File: src/logic/i2c_flag_defines.svh
// constants for the i2c flag and transfer clock select block
`ifndef I2C_FLAG_DEFINES_SVH
`define I2C_FLAG_DEFINES_SVH

// register indices; byte address is four times the index
`define IDX_BUS_FLAG_CH0 32'h0ffffd8a
`define IDX_BUS_FLAG_CH1 32'h0ffffd9a
`define IDX_CLK_SEL_CH0 32'hfffffd84
`define IDX_CLK_SEL_CH1 32'hfffffd94
`define IDX_EXPANSION_CH0 32'h0ffffd8b
`define IDX_EXPANSION_CH1 32'h0ffffd9b
`define IDX_PRESCALER_CH0 32'h0ffffd8c
`define IDX_PRESCALER_CH1 32'h0ffffd9c
`define IDX_CONTROL_CH0 32'h0ffffd8d
`define IDX_CONTROL_CH1 32'h0ffffd9d

// bus flag register fields
`define FLAG_START_CLEAR_BIT 7
`define FLAG_BUS_BUSY_BIT 6
`define FLAG_INIT_START_BIT 1
`define FLAG_RSV_DISABLE_BIT 0

// transfer clock select register fields
`define CLK_LINE_LEVEL_BIT 5
`define DATA_LINE_LEVEL_BIT 4
`define CLK_SPEED_BIT 3
`define CLK_FILTER_BIT 2
`define CLK_SEL_HI_BIT 1
`define CLK_SEL_LO_BIT 0

// expansion, prescaler and control fields
`define EXP_CLOCK_BIT 0
`define PRESCALER_MASK 8'h1b
`define CTL_ENABLE_BIT 0
`define CTL_TRIGGER_BIT 1

// reset values
`define RESET_BYTE 8'h00
`define RESET_LINE 1'b1

// prescaler codes and transfer clock bases, in main clock cycles
`define PRE_CODE_DIV1 8'h18
`define PRE_CODE_DIV2 8'h10
`define PRE_CODE_DIV3 8'h11
`define PRE_CODE_DIV4 8'h12
`define PRE_CODE_DIV5 8'h13
`define BASE_STD_00 9'd44
`define BASE_STD_01 9'd86
`define BASE_STD_10 9'd86
`define BASE_STD_11 9'd66
`define BASE_HS_0X 9'd24
`define BASE_HS_10 9'd24
`define BASE_HS_11 9'd18
`define BASE_HSX_0X 9'd12
`define BASE_HSX_10 9'd12

// digital filter length in samples
`define FILTER_SAMPLES 3

`endif

File: src/logic/i2c_flag_pkg.sv
// types for the i2c flag and transfer clock select block
package i2c_flag_pkg;

   typedef struct packed {
      logic psel;
      logic penable;
      logic pwrite;
      logic [33:0] paddr;
      logic [31:0] pwdata;
      logic [3:0] pstrb;
   } apb_req_t;

   typedef struct packed {
      logic [31:0] prdata;
      logic pready;
      logic pslverr;
   } apb_rsp_t;

   typedef enum logic [2:0] {
      KIND_NONE, KIND_FLAG, KIND_CLK, KIND_EXP, KIND_PRE, KIND_CTL
   } reg_kind_t;

   typedef struct packed {
      reg_kind_t kind;
      logic ch;
   } reg_hit_t;

   typedef struct packed {
      logic operation_enable;
      logic start_trigger;
      logic start_clear_flag;
      logic bus_busy_flag;
      logic initial_start_enable;
      logic reservation_disable;
      logic start_permitted;
      logic [3:0] clk_sel;
      logic expansion_clock_bit;
      logic [7:0] prescaler;
      logic start_pulse;
   } channel_t;

endpackage : i2c_flag_pkg

File: src/logic/line_sampler.sv
// line level sampling, digital filter and start/stop detection
`timescale 1ns/100ps
`include "i2c_flag_defines.svh"

module line_sampler #(
   parameter int FILTER_LEN = `FILTER_SAMPLES
) (
   // clock and reset
   input wire logic pclk,
   input wire logic presetn,
   // bus lines and control
   input wire logic scl,
   input wire logic sda,
   input wire logic filter_on,
   input wire logic run,
   // results
   output logic scl_level,
   output logic sda_level,
   output logic start_det,
   output logic stop_det
);

   typedef struct packed {
      logic [FILTER_LEN-1:0] scl_hist;
      logic [FILTER_LEN-1:0] sda_hist;
      logic scl_lvl;
      logic sda_lvl;
      logic start_det;
      logic stop_det;
   } sampler_state_t;

   sampler_state_t cur, next_cur;

   always_comb begin
      next_cur = cur;
      next_cur.scl_hist = {cur.scl_hist[FILTER_LEN-2:0], scl};
      next_cur.sda_hist = {cur.sda_hist[FILTER_LEN-2:0], sda};
      // filter holds the level until every sample agrees, which costs latency
      if (!filter_on) begin
         next_cur.scl_lvl = scl;
         next_cur.sda_lvl = sda;
      end else begin
         if (&next_cur.scl_hist) next_cur.scl_lvl = 1'b1;
         if (~|next_cur.scl_hist) next_cur.scl_lvl = 1'b0;
         if (&next_cur.sda_hist) next_cur.sda_lvl = 1'b1;
         if (~|next_cur.sda_hist) next_cur.sda_lvl = 1'b0;
      end
      next_cur.start_det = run && cur.scl_lvl && next_cur.scl_lvl &&
                           cur.sda_lvl && !next_cur.sda_lvl;
      next_cur.stop_det = run && cur.scl_lvl && next_cur.scl_lvl &&
                          !cur.sda_lvl && next_cur.sda_lvl;
   end

   always_ff @(posedge pclk or negedge presetn) begin
      if (!presetn) begin
         cur <= '{scl_hist: '1, sda_hist: '1, scl_lvl: `RESET_LINE,
                  sda_lvl: `RESET_LINE, start_det: 1'b0, stop_det: 1'b0};
      end else begin
         cur <= next_cur;
      end
   end

   assign scl_level = cur.scl_lvl;
   assign sda_level = cur.sda_lvl;
   assign start_det = cur.start_det;
   assign stop_det = cur.stop_det;

endmodule : line_sampler

File: src/logic/transfer_clock_divider.sv
// transfer clock enable from mode, clock select and prescaler settings
`timescale 1ns/100ps
`include "i2c_flag_defines.svh"

module transfer_clock_divider (
   // clock and reset
   input wire logic pclk,
   input wire logic presetn,
   // settings
   input wire logic speed_mode_select,
   input wire logic clock_select_hi,
   input wire logic clock_select_lo,
   input wire logic expansion_clock_bit,
   input wire logic [7:0] prescaler,
   input wire logic run,
   // results
   output logic tick,
   output logic setting_valid
);

   typedef struct packed {
      logic [8:0] count;
      logic tick;
   } divider_state_t;

   divider_state_t cur, next_cur;
   logic [8:0] base;
   logic [2:0] pre;
   logic direct;
   logic [11:0] period;

   always_comb begin
      base = 9'd0;
      direct = 1'b0;
      // the expansion bit picks the faster bases in high-speed mode, except select 11 which gets no base, and leaves standard mode with no base
      unique case ({expansion_clock_bit, speed_mode_select, clock_select_hi,
                    clock_select_lo})
         4'b0000: base = `BASE_STD_00;
         4'b0001: base = `BASE_STD_01;
         4'b0010: begin base = `BASE_STD_10; direct = 1'b1; end
         4'b0011: base = `BASE_STD_11;
         4'b0100, 4'b0101: base = `BASE_HS_0X;
         4'b0110: begin base = `BASE_HS_10; direct = 1'b1; end
         4'b0111: base = `BASE_HS_11;
         4'b1100, 4'b1101: base = `BASE_HSX_0X;
         4'b1110: begin base = `BASE_HSX_10; direct = 1'b1; end
         default: base = 9'd0;
      endcase
      // direct settings ignore the prescaler entirely
      if (direct) pre = 3'd1;
      else begin
         unique case (prescaler)
            `PRE_CODE_DIV1: pre = 3'd1;
            `PRE_CODE_DIV2: pre = 3'd2;
            `PRE_CODE_DIV3: pre = 3'd3;
            `PRE_CODE_DIV4: pre = 3'd4;
            `PRE_CODE_DIV5: pre = 3'd5;
            default: pre = 3'd0;
         endcase
      end
      period = 12'(base) * 12'(pre);
      setting_valid = (period != 12'd0);
      next_cur.tick = 1'b0;
      next_cur.count = 9'd0;
      // the filter bit is not an input here, so its setting never moves the rate
      if (run && setting_valid) begin
         if (12'(cur.count) >= period - 12'd1) next_cur.tick = 1'b1;
         else next_cur.count = cur.count + 9'd1;
      end
   end

   always_ff @(posedge pclk or negedge presetn) begin
      if (!presetn) begin
         cur <= '{count: 9'd0, tick: 1'b0};
      end else begin
         cur <= next_cur;
      end
   end

   assign tick = cur.tick;
endmodule : transfer_clock_divider

File: src/logic/i2c_flag_and_clock_select.sv
// bus flag, transfer clock select and expansion registers for two i2c channels
`timescale 1ns/100ps
`include "i2c_flag_defines.svh"

// Summary of operation
// - registers are reached as whole bytes; bit access is a byte read-modify-write.
// - start-clear flag bit 7 and bus-busy flag bit 6 are read-only.
// - reservation and initial-start bits are written only while the channel is disabled.
// - reset loads zero into flag, clock-select and expansion registers of both channels.
// - start-clear flag sets when a refused trigger is dropped without reservation.
// - bus-busy sets on start or on enable without initial start; clears on stop.
// - without initial start, no start is issued until a stop is seen.
// - initial-start bit clears on a detected start and on reset.
// - reservation-disable bit changes only by software write or reset.
// - with initial start set, the bus reads released right after enabling.
// - bit 5 shows the sampled clock line level while enabled.
// - bit 4 shows the sampled data line level while enabled.
// - both level bits read zero while the channel is disabled.
// - bit 3 picks standard mode at zero and high-speed mode at one.
// - bit 2 switches the digital input filter on, in high-speed mode only.
// - the digital filter setting does not change the high-speed transfer rate.
// - transfer clock comes from mode, select bits, expansion bit and prescaler.
// - expansion register acts only in high-speed mode; written whether enabled or not.
// - direct settings use the main clock whatever the prescaler holds.
module i2c_flag_and_clock_select (
   // clock and reset
   input wire logic pclk,
   input wire logic presetn,
   // register bus
   input wire i2c_flag_pkg::apb_req_t apb_req,
   output i2c_flag_pkg::apb_rsp_t apb_rsp,
   // bus lines, taken as synchronous samples
   input wire logic [1:0] serial_clock_pin,
   input wire logic [1:0] serial_data_pin,
   // to the rest of the unit
   output logic [1:0] operation_enable,
   output logic [1:0] start_request,
   output logic [1:0] transfer_tick,
   output logic [1:0] clock_setting_valid
);

   typedef struct packed {
      i2c_flag_pkg::channel_t [1:0] ch;
      logic [31:0] rd_data;
      logic err;
   } block_state_t;

   block_state_t cur, next_cur;
   logic [1:0] scl_level, sda_level, start_det, stop_det;
   logic setup_phase, write_now;
   i2c_flag_pkg::reg_hit_t hit;

   function automatic i2c_flag_pkg::reg_hit_t decode(input logic [33:0] addr);
      i2c_flag_pkg::reg_hit_t h;
      h = '{kind: i2c_flag_pkg::KIND_NONE, ch: 1'b0};
      if (addr[1:0] == 2'b00) begin
         unique case (addr[33:2])
            `IDX_BUS_FLAG_CH0: h = '{kind: i2c_flag_pkg::KIND_FLAG, ch: 1'b0};
            `IDX_BUS_FLAG_CH1: h = '{kind: i2c_flag_pkg::KIND_FLAG, ch: 1'b1};
            `IDX_CLK_SEL_CH0: h = '{kind: i2c_flag_pkg::KIND_CLK, ch: 1'b0};
            `IDX_CLK_SEL_CH1: h = '{kind: i2c_flag_pkg::KIND_CLK, ch: 1'b1};
            `IDX_EXPANSION_CH0: h = '{kind: i2c_flag_pkg::KIND_EXP, ch: 1'b0};
            `IDX_EXPANSION_CH1: h = '{kind: i2c_flag_pkg::KIND_EXP, ch: 1'b1};
            `IDX_PRESCALER_CH0: h = '{kind: i2c_flag_pkg::KIND_PRE, ch: 1'b0};
            `IDX_PRESCALER_CH1: h = '{kind: i2c_flag_pkg::KIND_PRE, ch: 1'b1};
            `IDX_CONTROL_CH0: h = '{kind: i2c_flag_pkg::KIND_CTL, ch: 1'b0};
            `IDX_CONTROL_CH1: h = '{kind: i2c_flag_pkg::KIND_CTL, ch: 1'b1};
            default: h = '{kind: i2c_flag_pkg::KIND_NONE, ch: 1'b0};
         endcase
      end
      return h;
   endfunction : decode

   function automatic logic [7:0] read_byte(input i2c_flag_pkg::reg_hit_t h,
                                            input i2c_flag_pkg::channel_t c,
                                            input logic scl_l,
                                            input logic sda_l);
      logic [7:0] v;
      v = 8'h00;
      unique case (h.kind)
         i2c_flag_pkg::KIND_FLAG: begin
            // bits 5 to 2 stay zero
            v[`FLAG_START_CLEAR_BIT] = c.start_clear_flag;
            v[`FLAG_BUS_BUSY_BIT] = c.bus_busy_flag;
            v[`FLAG_INIT_START_BIT] = c.initial_start_enable;
            v[`FLAG_RSV_DISABLE_BIT] = c.reservation_disable;
         end
         i2c_flag_pkg::KIND_CLK: begin
            v[3:0] = c.clk_sel;
            // levels are gated by enable
            v[`CLK_LINE_LEVEL_BIT] = c.operation_enable && scl_l;
            v[`DATA_LINE_LEVEL_BIT] = c.operation_enable && sda_l;
         end
         i2c_flag_pkg::KIND_EXP: v[`EXP_CLOCK_BIT] = c.expansion_clock_bit;
         i2c_flag_pkg::KIND_PRE: v = c.prescaler;
         i2c_flag_pkg::KIND_CTL: begin
            v[`CTL_ENABLE_BIT] = c.operation_enable;
            v[`CTL_TRIGGER_BIT] = c.start_trigger;
         end
         default: v = 8'h00;
      endcase
      return v;
   endfunction : read_byte

   assign setup_phase = apb_req.psel && !apb_req.penable;
   assign write_now = apb_req.psel && apb_req.penable && apb_req.pwrite &&
                      apb_req.pstrb[0] && hit.kind != i2c_flag_pkg::KIND_NONE;
   assign hit = decode(apb_req.paddr);

   genvar gi;
   generate
      for (gi = 0; gi < 2; gi++) begin : g_chan
         line_sampler #(.FILTER_LEN(`FILTER_SAMPLES)) u_sampler (
            .pclk(pclk),
            .presetn(presetn),
            .scl(serial_clock_pin[gi]),
            .sda(serial_data_pin[gi]),
            // filter only in high-speed mode
            .filter_on(cur.ch[gi].clk_sel[`CLK_FILTER_BIT] &&
                       cur.ch[gi].clk_sel[`CLK_SPEED_BIT]),
            .run(cur.ch[gi].operation_enable),
            .scl_level(scl_level[gi]),
            .sda_level(sda_level[gi]),
            .start_det(start_det[gi]),
            .stop_det(stop_det[gi])
         );
         transfer_clock_divider u_divider (
            .pclk(pclk),
            .presetn(presetn),
            .speed_mode_select(cur.ch[gi].clk_sel[`CLK_SPEED_BIT]),
            .clock_select_hi(cur.ch[gi].clk_sel[`CLK_SEL_HI_BIT]),
            .clock_select_lo(cur.ch[gi].clk_sel[`CLK_SEL_LO_BIT]),
            // expansion bit dropped in standard mode
            .expansion_clock_bit(cur.ch[gi].expansion_clock_bit &&
                                 cur.ch[gi].clk_sel[`CLK_SPEED_BIT]),
            .prescaler(cur.ch[gi].prescaler),
            .run(cur.ch[gi].operation_enable),
            .tick(transfer_tick[gi]),
            .setting_valid(clock_setting_valid[gi])
         );
      end
   endgenerate

   always_comb begin
      next_cur = cur;
      if (setup_phase) begin
         next_cur.err = (hit.kind == i2c_flag_pkg::KIND_NONE);
         next_cur.rd_data = {24'h000000, read_byte(hit, cur.ch[hit.ch],
                             scl_level[hit.ch], sda_level[hit.ch])};
      end
      for (int i = 0; i < 2; i++) begin
         next_cur.ch[i].start_pulse = 1'b0;
         // whole-byte writes on lane 0 only; bit writes arrive as bytes
         if (write_now && hit.ch == 1'(i)) begin
            unique case (hit.kind)
               i2c_flag_pkg::KIND_FLAG: begin
                  // bits 7 to 2 are never stored
                  if (!cur.ch[i].operation_enable) begin
                     next_cur.ch[i].initial_start_enable = apb_req.pwdata[`FLAG_INIT_START_BIT];
                     next_cur.ch[i].reservation_disable = apb_req.pwdata[`FLAG_RSV_DISABLE_BIT];
                  end
               end
               i2c_flag_pkg::KIND_CLK: next_cur.ch[i].clk_sel = apb_req.pwdata[3:0];
               i2c_flag_pkg::KIND_EXP:
                  next_cur.ch[i].expansion_clock_bit = apb_req.pwdata[`EXP_CLOCK_BIT];
               i2c_flag_pkg::KIND_PRE:
                  next_cur.ch[i].prescaler = apb_req.pwdata[7:0] & `PRESCALER_MASK;
               i2c_flag_pkg::KIND_CTL: begin
                  next_cur.ch[i].operation_enable = apb_req.pwdata[`CTL_ENABLE_BIT];
                  if (apb_req.pwdata[`CTL_TRIGGER_BIT] && apb_req.pwdata[`CTL_ENABLE_BIT]) begin
                     next_cur.ch[i].start_trigger = 1'b1;
                     next_cur.ch[i].start_clear_flag = 1'b0;
                  end
               end
               default: next_cur.ch[i].start_pulse = 1'b0;
            endcase
         end
         if (!cur.ch[i].operation_enable && next_cur.ch[i].operation_enable) begin
            // enable: busy unless initial start was allowed
            next_cur.ch[i].bus_busy_flag = !cur.ch[i].initial_start_enable;
            next_cur.ch[i].start_permitted = cur.ch[i].initial_start_enable;
         end
         if (cur.ch[i].operation_enable) begin
            if (start_det[i]) begin
               next_cur.ch[i].bus_busy_flag = 1'b1;
               next_cur.ch[i].initial_start_enable = 1'b0;
            end else if (stop_det[i]) begin
               next_cur.ch[i].bus_busy_flag = 1'b0;
               next_cur.ch[i].start_permitted = 1'b1;
            end
            // a pending trigger either issues, waits reserved, or is dropped
            if (cur.ch[i].start_trigger) begin
               if (cur.ch[i].start_permitted && !cur.ch[i].bus_busy_flag) begin
                  next_cur.ch[i].start_pulse = 1'b1;
                  next_cur.ch[i].start_trigger = 1'b0;
               end else if (cur.ch[i].reservation_disable) begin
                  next_cur.ch[i].start_trigger = 1'b0;
                  next_cur.ch[i].start_clear_flag = 1'b1;
               end
            end
         end
         if (!next_cur.ch[i].operation_enable) begin
            // disable wipes the run state
            next_cur.ch[i].start_trigger = 1'b0;
            next_cur.ch[i].start_clear_flag = 1'b0;
            next_cur.ch[i].bus_busy_flag = 1'b0;
            next_cur.ch[i].start_permitted = 1'b0;
            next_cur.ch[i].start_pulse = 1'b0;
         end
      end
   end

   always_ff @(posedge pclk or negedge presetn) begin
      if (!presetn) begin
         cur <= '0; // every register byte resets to zero
      end else begin
         cur <= next_cur;
      end
   end

   // zero wait states: read data is captured in the setup cycle
   assign apb_rsp.prdata = cur.rd_data;
   assign apb_rsp.pready = 1'b1;
   assign apb_rsp.pslverr = apb_req.psel && apb_req.penable && cur.err;
   assign operation_enable = {cur.ch[1].operation_enable, cur.ch[0].operation_enable};
   assign start_request = {cur.ch[1].start_pulse, cur.ch[0].start_pulse};
endmodule : i2c_flag_and_clock_select

File: config.mk
export PLATFORM = sky130hd
export DESIGN_NAME = i2c_flag_and_clock_select
export DESIGN_NICKNAME = d
export VERILOG_FILES = /design/src/logic/i2c_flag_pkg.sv /design/src/logic/line_sampler.sv /design/src/logic/transfer_clock_divider.sv /design/src/logic/i2c_flag_and_clock_select.sv
export VERILOG_INCLUDE_DIRS = /design/src /design/src/logic
export SDC_FILE = /design/constraint.sdc
export NUM_CORES = 1
export LEC_CHECK = 0
export BUFFER_PORTS_ARGS = -buffer_cell sky130_fd_sc_hd__clkbuf_2
export CORE_ASPECT_RATIO = 0.5
export CORE_UTILIZATION = 35
export DETAILED_ROUTE_END_ITERATION = 8
export HOLD_SLACK_MARGIN = 0.1
export PLACE_DENSITY = 0.58
export SYNTH_ARGS = -nofsm -noshare
export SYNTH_HDL_FRONTEND = slang
export SYNTH_SLANG_ARGS = --single-unit
File: constraint.sdc
create_clock -name pclk -period 9.6 [get_ports pclk]
set_clock_uncertainty 0.05 [all_clocks]
set_input_delay 0.48 -clock pclk [delete_from_list [all_inputs] [get_ports pclk]]
set_output_delay 0.48 -clock pclk [all_outputs]
set_load 0.03 [all_outputs]
==> impl_metrics.tcl, run 1 <==
set metrics [dict create \
    status "complete, no violations" \
    r2r_start "cur[44]" \
    synth_enable_flop_cells 0 \
    drt-total-wl_um 12400 \
    r2r-end "g_chan[0].u_divider.cur[3]" \
    viasPerCell 4.92 \
    slew_headroom_pct 31.1 \
    grt_pass1_vias 4442 \
    startpoint "cur[44]" \
    worst_pin_slew_ps 1030 \
    clk_pin_slew_ps 70 \
    hold_viol_final 0 \
    min_period_ps 5380 \
    fill_cells 1654 \
    design.core.area_um2 16600 \
    layout-drive-gt1-share_pct 19.4 \
    grt_max_degree 80 \
    synthCells 654 \
    grt_antenna_before_repair 0 \
    yosys.cell_types.count 77 \
    drcViolationCount 0 \
    yosysWarningCount 0 \
    clockBufferDepth 2 \
    crit_fanout 9 \
    min_period_over_period_pct 56.0 \
    cellPowerDensity_nw_per_um2 116 \
    yosys_register_bits 79 \
    overflow 0 \
    avgSynthCellArea_um2 9.27 \
    die_x_um 188 \
    setup.worst_path.class "reg2reg" \
    post_cts_buffers 0 \
    drtPass1Iterations 4 \
    grt_usage_pct 15.1 \
    clock-sinks 79 \
    fmax_mhz 186 \
    hold_buffers 0 \
    fin_setup_tns_ps 0 \
    layout_common_cells "nor2_1 (67), dfrtp_1 (67), clkbuf_2 (64)" \
    grt_pass1_wl_um 21400 \
    total_power_w 0.000782 \
    cap_violations 0 \
    io_buffers 65 \
    gp_congestion 0.793 \
    io_pins 121 \
    die_h_um 95.1 \
    worstRegToRegCells 19 \
    cts.htree.levels 3 \
    ys.flop_type "dfrtp_1" \
    cts_root_buffer "clkbuf_16" \
    antenna_left 0 \
    cpMaxStageDelayCell "nor4_1" \
    worstPathCellList "nor2b_1 -> nor4_1 -> nand3_1 -> fa_1 -> inv_1 -> fa_1 -> a21o_1 -> a21oi_1 -> xnor2_1 -> nor3_1 -> nand2_1 -> xnor2_1 -> ha_1 -> o2111a_1 -> o31ai_1 -> o21ai_0 -> nand2_1 -> o2111ai_2 -> nor2_1" \
    area_growth_pct 11.0 \
    cp.arrival_ps 5540 \
    slew_violations 0 \
    syn_area_um2 6060 \
    wl_per_cell_um 13.3 \
    rows 33 \
    crit_required_ps 9760 \
    cp-start-kind "flop" \
    initial_core_util_pct 36.4 \
    place_hpwl_um 9520 \
    vias 4583 \
    cts_buffers 9 \
    diodes 0 \
    finalSetupViolations 0 \
    nNetsFinal 825 \
    dieArea_um2 17900 \
    peakVddDrop_mv 0.0652 \
    ys_seq_area_share_pct 32.9 \
    clkLatencyLatePin_ps 350 \
    min_from "serial_clock_pin[0]" \
    hold_class "in2reg" \
    cp-endpoint "g_chan[0].u_divider.cur[3]" \
    drtIter0Drc 259 \
    cpPeakStageDelay_ps 660 \
    cts_tree "built" \
    synthArstFlopShare_pct 100 \
    leakagePower_nw 3.27 \
    end_kind "flop" \
    rrSetupSlack_ps 4220 \
    grt_setup_unrepaired "false" \
    post_cts_resized 0 \
]
[state kept, by name, summed over array words and instances, names as in the netlist]
register,count
g_chan.u_sampler.start_det,2
g_chan.u_sampler.stop_det,2
cur,31
g_chan.u_sampler.sda_level,2
g_chan.u_divider.tick,2
g_chan.u_sampler.cur,8
start_request,2
g_chan.u_divider.cur,18
g_chan.u_sampler.scl_level,2
apb_rsp,8
operation_enable,2
[per-layer routing]
| layer | global-route usage (%) | share of wire, % | wire length [µm] | vias to the layer above |
|---|---|---|---|---|
| met3 | 3.24 | 3.8 | 469 | 12 |
| li1 | - | - | - | 2325 |
| met1 | 19.2 | 48 | 5990 | 2182 |
| met5 | 0 | 0 | 0 | - |
| met2 | 26.4 | 47 | 5850 | 64 |
| met4 | 3.59 | 0.97 | 121 | 0 |
[cells in the mapped netlist, types with 10 or more instances]
| cell | instances | area [µm²] |
|---|---|---|
| nand2b_1 | 17 | 106 |
| nor2_1 | 67 | 251 |
| nand4_1 | 13 | 81.3 |
| buf_4 | 41 | 308 |
| xnor2_1 | 23 | 201 |
| a21oi_1 | 28 | 140 |
| nor3_1 | 17 | 85.1 |
| dfstp_2 | 12 | 315 |
| xor2_1 | 10 | 87.6 |
| dfrtp_1 | 67 | 1680 |
| ha_1 | 36 | 450 |
| mux2i_1 | 20 | 200 |
| a21o_1 | 11 | 82.6 |
| fa_1 | 10 | 200 |
| inv_1 | 36 | 135 |
| nand2_1 | 60 | 225 |
| nand3_1 | 17 | 85.1 |
| mux2_2 | 14 | 158 |
| o21ai_0 | 13 | 65.1 |
[critical path, delay by kind of cell (launching register included)]
family                   cells  cell delay, ps
flip-flops                   1             460
AND/OR/NAND/NOR              7            1730
buffers and inverters        1              60
AO/OA/AOI/OAI                6            1330
adder cells (fa/ha/maj)      3            1330
XOR/XNOR                     2             280
[through the flow]
step / utilization (%) / worst slack, ps / hold slack [ps] / instances / area (µm²)
after floorplan: - / 4970 / 134 / 677 / 6150
after global placement: 38.4 / 4320 / 315 / 916 / 6400
after detailed placement: 38.4 / 4250 / 316 / 916 / 6400
after CTS: 40.4 / 4240 / 197 / 932 / 6730
after global routing: 40.4 / 3730 / 200 / 932 / 6730
final: 40.4 / 4220 / 209 / 932 / 6730
[cell type report]
| type | count | area [µm²] | area share (%) |
|---|---|---|---|
| flip-flops and latches | 79 | 1990 | 29.6 |
| well taps | 227 | 284 | 4.22 |
| inverters | 36 | 135 | 2.01 |
| multi-input cells | 508 | 3650 | 54.2 |
| clock inverters | 7 | 109 | 1.62 |
| repair buffers | 66 | 335 | 4.98 |
| clock buffers | 9 | 225 | 3.35 |
[worst min path at each step]
stage	end	slack, ps	cells after the start
after floorplan	apb_rsp[2]	130	0
after global placement	g_chan[0].u_sampler.cur[8]	320	0
after detailed placement	g_chan[1].u_sampler.cur[8]	320	0
after CTS	g_chan[0].u_sampler.cur[7]	200	1
after global routing	g_chan[0].u_sampler.cur[7]	200	1
final	g_chan[0].u_sampler.cur[7]	210	1
[power breakdown]
group	switching [W]	internal [W]	total (W)	leakage, nW
Combinational	0.0000366	0.0000144	0.0000510	2.07
Clock	0.000152	0.000234	0.000385	0.164
Sequential	0.00000459	0.000341	0.000345	1.04
Total	0.000193	0.000589	0.000782	3.27
[cell families (layout without fill, tap and decap cells)]
family / after synthesis / count (layout) / share of synthesized area (%)
buf+inv: 90 / 118 / 8.38
compound gates: 107 / 107 / 12.9
fa+ha+maj: 46 / 46 / 10.7
simple gates: 254 / 254 / 22.0
flops: 79 / 79 / 32.9
xor+xnor: 33 / 33 / 4.77
other cells: 2 / 25 / 0.124
mux: 43 / 43 / 8.25
(Power assumes the default switching activity.)
==> inputs of run 2 (changes only) <==
- PLACE_DENSITY: 0.58 -> 0.6
- clock period: 9.6 -> 4.5 ns (I/O delays scaled with it)
==> run 2 against run 1 <==
Against the previous run: register-to-register slack lost 4200 ps; non-clock buffer count is 56 higher; sequential power up 110%; critical endpoint is now g_chan[0].u_divider.cur[4]; largest cell class unchanged; highest routed layer unchanged.
==> impl_metrics.tcl, run 2 (synthesis gave the netlist of run 1 again) <==
set metrics [dict create \
    status "complete, no violations" \
    antenna_left 0 \
    worst_pin_slew_ps 944 \
    io_buffers 65 \
    cts_tree "built" \
    grt_setup_unrepaired "true" \
    rows 33 \
    cts.htree.levels 3 \
    setup.worst_path.class "reg2reg" \
    clk_pin_slew_ps 60 \
    end_kind "flop" \
    overflow 0 \
    drtPass1Iterations 4 \
    gp_congestion 0.786 \
    largest_register_ffs 31 \
    slew_headroom_pct 37.0 \
    cellPowerDensity_nw_per_um2 210 \
    cap_violations 0 \
    place_hpwl_um 10200 \
    regMostFlops "cur" \
    area_growth_pct 22.9 \
    fmax_mhz 223 \
    die_x_um 188 \
    slew_violations 0 \
    cts_buffers 9 \
    drt-total-wl_um 13500 \
    setup_ws_ps 24.2 \
    min_period_ps 4480 \
    drcViolationCount 0 \
    finalSetupViolations 0 \
    layout-drive-gt1-share_pct 30.4 \
    cp.arrival_ps 4650 \
    dp_slack_ps -177 \
    cp-start-kind "flop" \
    multiInputGateArea_um2 3960 \
    regArea_um2 2000 \
    peakVddDrop_mv 0.138 \
    hold_viol_final 0 \
    grt_max_degree 51 \
    grt_antenna_before_repair 0 \
    leakagePower_nw 3.59 \
    clockBufferDepth 2 \
    clkLatencyLatePin_ps 340 \
    min_period_over_period_pct 99.5 \
    fill_cells 1574 \
    io_pins 121 \
    wl_per_cell_um 13.6 \
    initial_core_util_pct 36.4 \
    viasPerCell 4.97 \
    hold_class "in2reg" \
    die_h_um 95.1 \
    dieArea_um2 17900 \
    largestRegisters "cur x31, g_chan.u_divider.cur x18" \
    design.core.area_um2 16600 \
    clock-sinks 79 \
    cts_root_buffer "clkbuf_16" \
    vias 4915 \
    drtIter0Drc 146 \
    final_util_pct 44.8 \
    crit_required_ps 4670 \
    nNetsFinal 882 \
    diodes 0 \
    layout_common_cells "dfrtp_1 (64), clkbuf_2 (64), nor2_1 (63)" \
    crit_fanout 5 \
    grt_usage_pct 15.9 \
    grt_pass1_wl_um 22900 \
    grt_pass1_vias 4872 \
]
==> run 2: per-layer routing <==
layer / wire length [µm] / part of all wire [%] / global-route usage [%] / up-vias
li1: - / - / - / 2448
met1: 6340 / 47 / 19.4 / 2375
met2: 6680 / 50 / 28.9 / 73
met3: 337 / 2.5 / 3.09 / 19
met4: 135 / 1.0 / 4.74 / 0
met5: 0 / 0 / 0 / -
==> run 2: power by group <==
group,switching [W],internal (W),total (W),leakage (nW)
Combinational,0.0000791,0.0000348,0.000114,2.41
Clock,0.000318,0.000398,0.000715,0.142
Sequential,0.00000929,0.000727,0.000736,1.04
==> run 2: final timing paths <==
path / from / endpoint / slack [ps] / depth (start not counted)
setup / recovery: cur[35] / g_chan[0].u_divider.cur[4] / 20 / 20
setup reg to reg: cur[35] / g_chan[0].u_divider.cur[4] / 20 / 20
min in group asynchronous: presetn / g_chan[1].u_divider.cur[9] / 300 / 2
hold reg to reg: g_chan[0].u_sampler.cur[7] / g_chan[0].u_sampler.cur[8] / 330 / 0
max in group asynchronous: presetn / cur[65] / 3100 / 3
hold / removal: apb_req[8] / cur[59] / 110 / 2
==> run 2: worst max-delay path, stage by stage, from the launching register on <==
cell	delay [ps]
dfrtp_1	390
buf_6	130
inv_1	60
nor4_4	360
and2_1	220
fa_1	410
ha_2	220
fa_2	350
a21o_1	180
a21oi_2	210
xnor2_2	120
nor3_4	140
nand2_1	80
xnor2_1	150
ha_1	310
o2111a_1	190
o31ai_2	70
o21ai_2	220
nand2_2	130
o2111ai_4	270
nor2_1	90
==> run 2: repair_timing <==
item,in CTS,in global routing
gates cloned,1,1
pin swaps,5,18
buffers inserted,1,9
endpoints found under the hold margin,40,0
hold buffers,6,0
endpoints found under the setup margin,19,20
resized for setup,16,49
==> run 2: layout make-up <==
| cell class | count | area share, % |
|---|---|---|
| flip-flops and latches | 79 | 26.8 |
| clock inverters | 6 | 0.672 |
| multi-input cells | 509 | 53.2 |
| clock buffers | 10 | 3.21 |
| repair buffers | 122 | 10.5 |
| well taps | 227 | 3.81 |
| inverters | 36 | 1.81 |
==> run 2: through the flow <==
step                cell area, µm²  hold slack, ps  std cells  power [W]  TNS [ps]
floorplan                     6170            -121        677   0.000829         0
CTS                           7170             108        979    0.00158         0
detailed placement            6710             138        955   0.000860     -2310
finish                        7450             109        989    0.00157         0
global placement              6710             131        955   0.000858     -1680
global route                  7450             113        989    0.00162     -2010
==> inputs of run 3 (changes only) <==
- PLACE_DENSITY: 0.6 -> 0.58
- clock period: 4.5 -> 5.2 ns (I/O delays scaled with it)
==> run 3 against run 2 <==
Against the previous run: cell area decreased by 7.9%; register-to-register slack improved by 330 ps; fmax decreased by 7.6%; global-route usage decreased by 0.71 points; critical path type unchanged; critical endpoint is now g_chan[0].u_divider.cur[8]; largest cell class unchanged; largest power group unchanged; highest routed layer unchanged.
==> impl_metrics.tcl, run 3 (synthesis gave the netlist of run 1 again) <==
set metrics [dict create \
    status "complete, no violations" \
    end_kind "flop" \
    nNetsFinal 838 \
    drt-total-wl_um 12900 \
    wl_per_cell_um 13.7 \
    io_pins 121 \
    cp-start-kind "flop" \
    fin_setup_tns_ps 0 \
    die_h_um 95.1 \
    setup_ws_ps 358 \
    post_cts_buffers 0 \
    clkLatencyLatePin_ps 340 \
    slew_headroom_pct 33.8 \
    cts.htree.levels 3 \
    dieArea_um2 17900 \
    overflow 0 \
    clockBufferDepth 2 \
    grt_util_met1_pct 19.3 \
    gp_congestion 0.794 \
    use_met3_pct 3.02 \
    cp.arrival_ps 5010 \
    clk_pin_slew_ps 60 \
    cpPeakStageDelay_ps 460 \
    path_buf_inv 0 \
    grt_max_degree 80 \
    diodes 0 \
    grt_pass1_vias 4578 \
    regMostFlops "cur" \
    peakVddDrop_mv 0.153 \
    design.core.area_um2 16600 \
    viasPerCell 5.00 \
    worst_pin_slew_ps 994 \
    grt_antenna_before_repair 0 \
    cellPowerDensity_nw_per_um2 198 \
    hold_class "in2reg" \
    rows 33 \
    layout-drive-gt1-share_pct 21.0 \
    crit_required_ps 5370 \
    cts_tree "built" \
    post_dp_cell_area_um2 6450 \
    fill_cells 1643 \
    grt_setup_unrepaired "false" \
    crit_fanout 7 \
    dp_slack_ps 71.7 \
    crit_family "simple AND/OR/NAND/NOR gates" \
    io_buffers 65 \
    worstPathCellList "nor2b_1 -> or4_1 -> nor2_1 -> fa_1 -> ha_1 -> fa_1 -> a21o_1 -> a21oi_2 -> xnor2_1 -> nor3_2 -> nand2_1 -> xnor2_1 -> ha_1 -> o2111a_1 -> o31ai_1 -> o21ai_2 -> nand2_2 -> o2111ai_4 -> nor2_1" \
    layout_common_cells "nor2_1 (67), dfrtp_1 (67), clkbuf_2 (64)" \
    top_usage_layer "met2" \
    hold_viol_final 0 \
    vias 4723 \
    place_hpwl_um 9690 \
    slew_violations 0 \
    clock-sinks 79 \
    cpMaxStageDelayCell "dfrtp_1" \
    largestRegisters "cur x31, g_chan.u_divider.cur x18" \
    area_growth_pct 13.2 \
    grt_pass1_wl_um 21900 \
    largest_register_ffs 31 \
    setup.worst_path.class "reg2reg" \
    cts_buffers 9 \
    drtPass1Iterations 4 \
    cap_violations 0 \
    total_power_w 0.00136 \
    min_period_ps 4840 \
    min_period_over_period_pct 93.1 \
    drtIter0Drc 187 \
    fin_area_um2 6860 \
    initial_core_util_pct 36.4 \
    finalSetupViolations 0 \
    cts_root_buffer "clkbuf_16" \
    antenna_left 0 \
    leakagePower_nw 3.32 \
    fmax_mhz 207 \
    drcViolationCount 0 \
    die_x_um 188 \
    grt_usage_pct 15.2 \
    grt_use_met2_pct 26.9 \
]
==> run 3: cell types whose count changed in the layout (fill, tap and decap cells not counted), moves of 4 or more <==
cell	change
buf_6	-4
buf_4	-39
a21oi_2	-4
nor2_1	+4
a21oi_1	+5
ha_1	+4
o21ai_0	+4
==> run 3: per-layer routing <==
metal  vias up  share of wire (%)
li1       2357                  -
met1      2286                 48
met2        65                 48
met3        15                2.8
met4         0                1.3
met5         -                  0
==> run 3: per-stage QoR <==
step	utilization [%]	hold slack (ps)	instances
floorplan	-	-85.6	677
global placement	38.8	315	923
detailed placement	38.8	315	923
CTS	40.8	128	944
global route	41.2	131	945
finish	41.2	133	945
==> run 3: area by class of cell <==
| cell class | count | area (µm²) | area share, % |
|---|---|---|---|
| Tap cell | 227 | 284 | 4.14 |
| Sequential cell | 79 | 1990 | 29.0 |
| Multi-Input combinational cell | 509 | 3720 | 54.3 |
| Timing Repair Buffer | 78 | 438 | 6.38 |
| Clock buffer | 10 | 239 | 3.48 |
| Inverter | 36 | 135 | 1.97 |
| Clock inverter | 6 | 50.0 | 0.729 |
==> run 3: repair_timing <==
| action | in CTS | in global routing |
|---|---|---|
| setup endpoints to repair | 0 | 9 |
| gates resized for setup | 0 | 11 |
| endpoints found under the hold margin | 28 | 0 |
| hold buffers | 5 | 0 |
==> run 3: where the power goes <==
group          internal (W)  switching (W)
Sequential         0.000629     0.00000823
Combinational     0.0000291      0.0000684
Clock              0.000344       0.000276
==> run 3: worst paths after layout <==
check	cells after the start	endpoint	from	slack, ps
setup / recovery	19	g_chan[0].u_divider.cur[8]	cur[44]	360
hold / removal	2	cur[45]	apb_req[6]	130
setup reg to reg	19	g_chan[0].u_divider.cur[8]	cur[44]	360
hold reg to reg	0	g_chan[1].u_sampler.cur[8]	g_chan[1].u_sampler.cur[7]	320
max in group asynchronous	2	g_chan[1].u_divider.cur[7]	presetn	3880
min in group asynchronous	2	start_request[0]	presetn	550
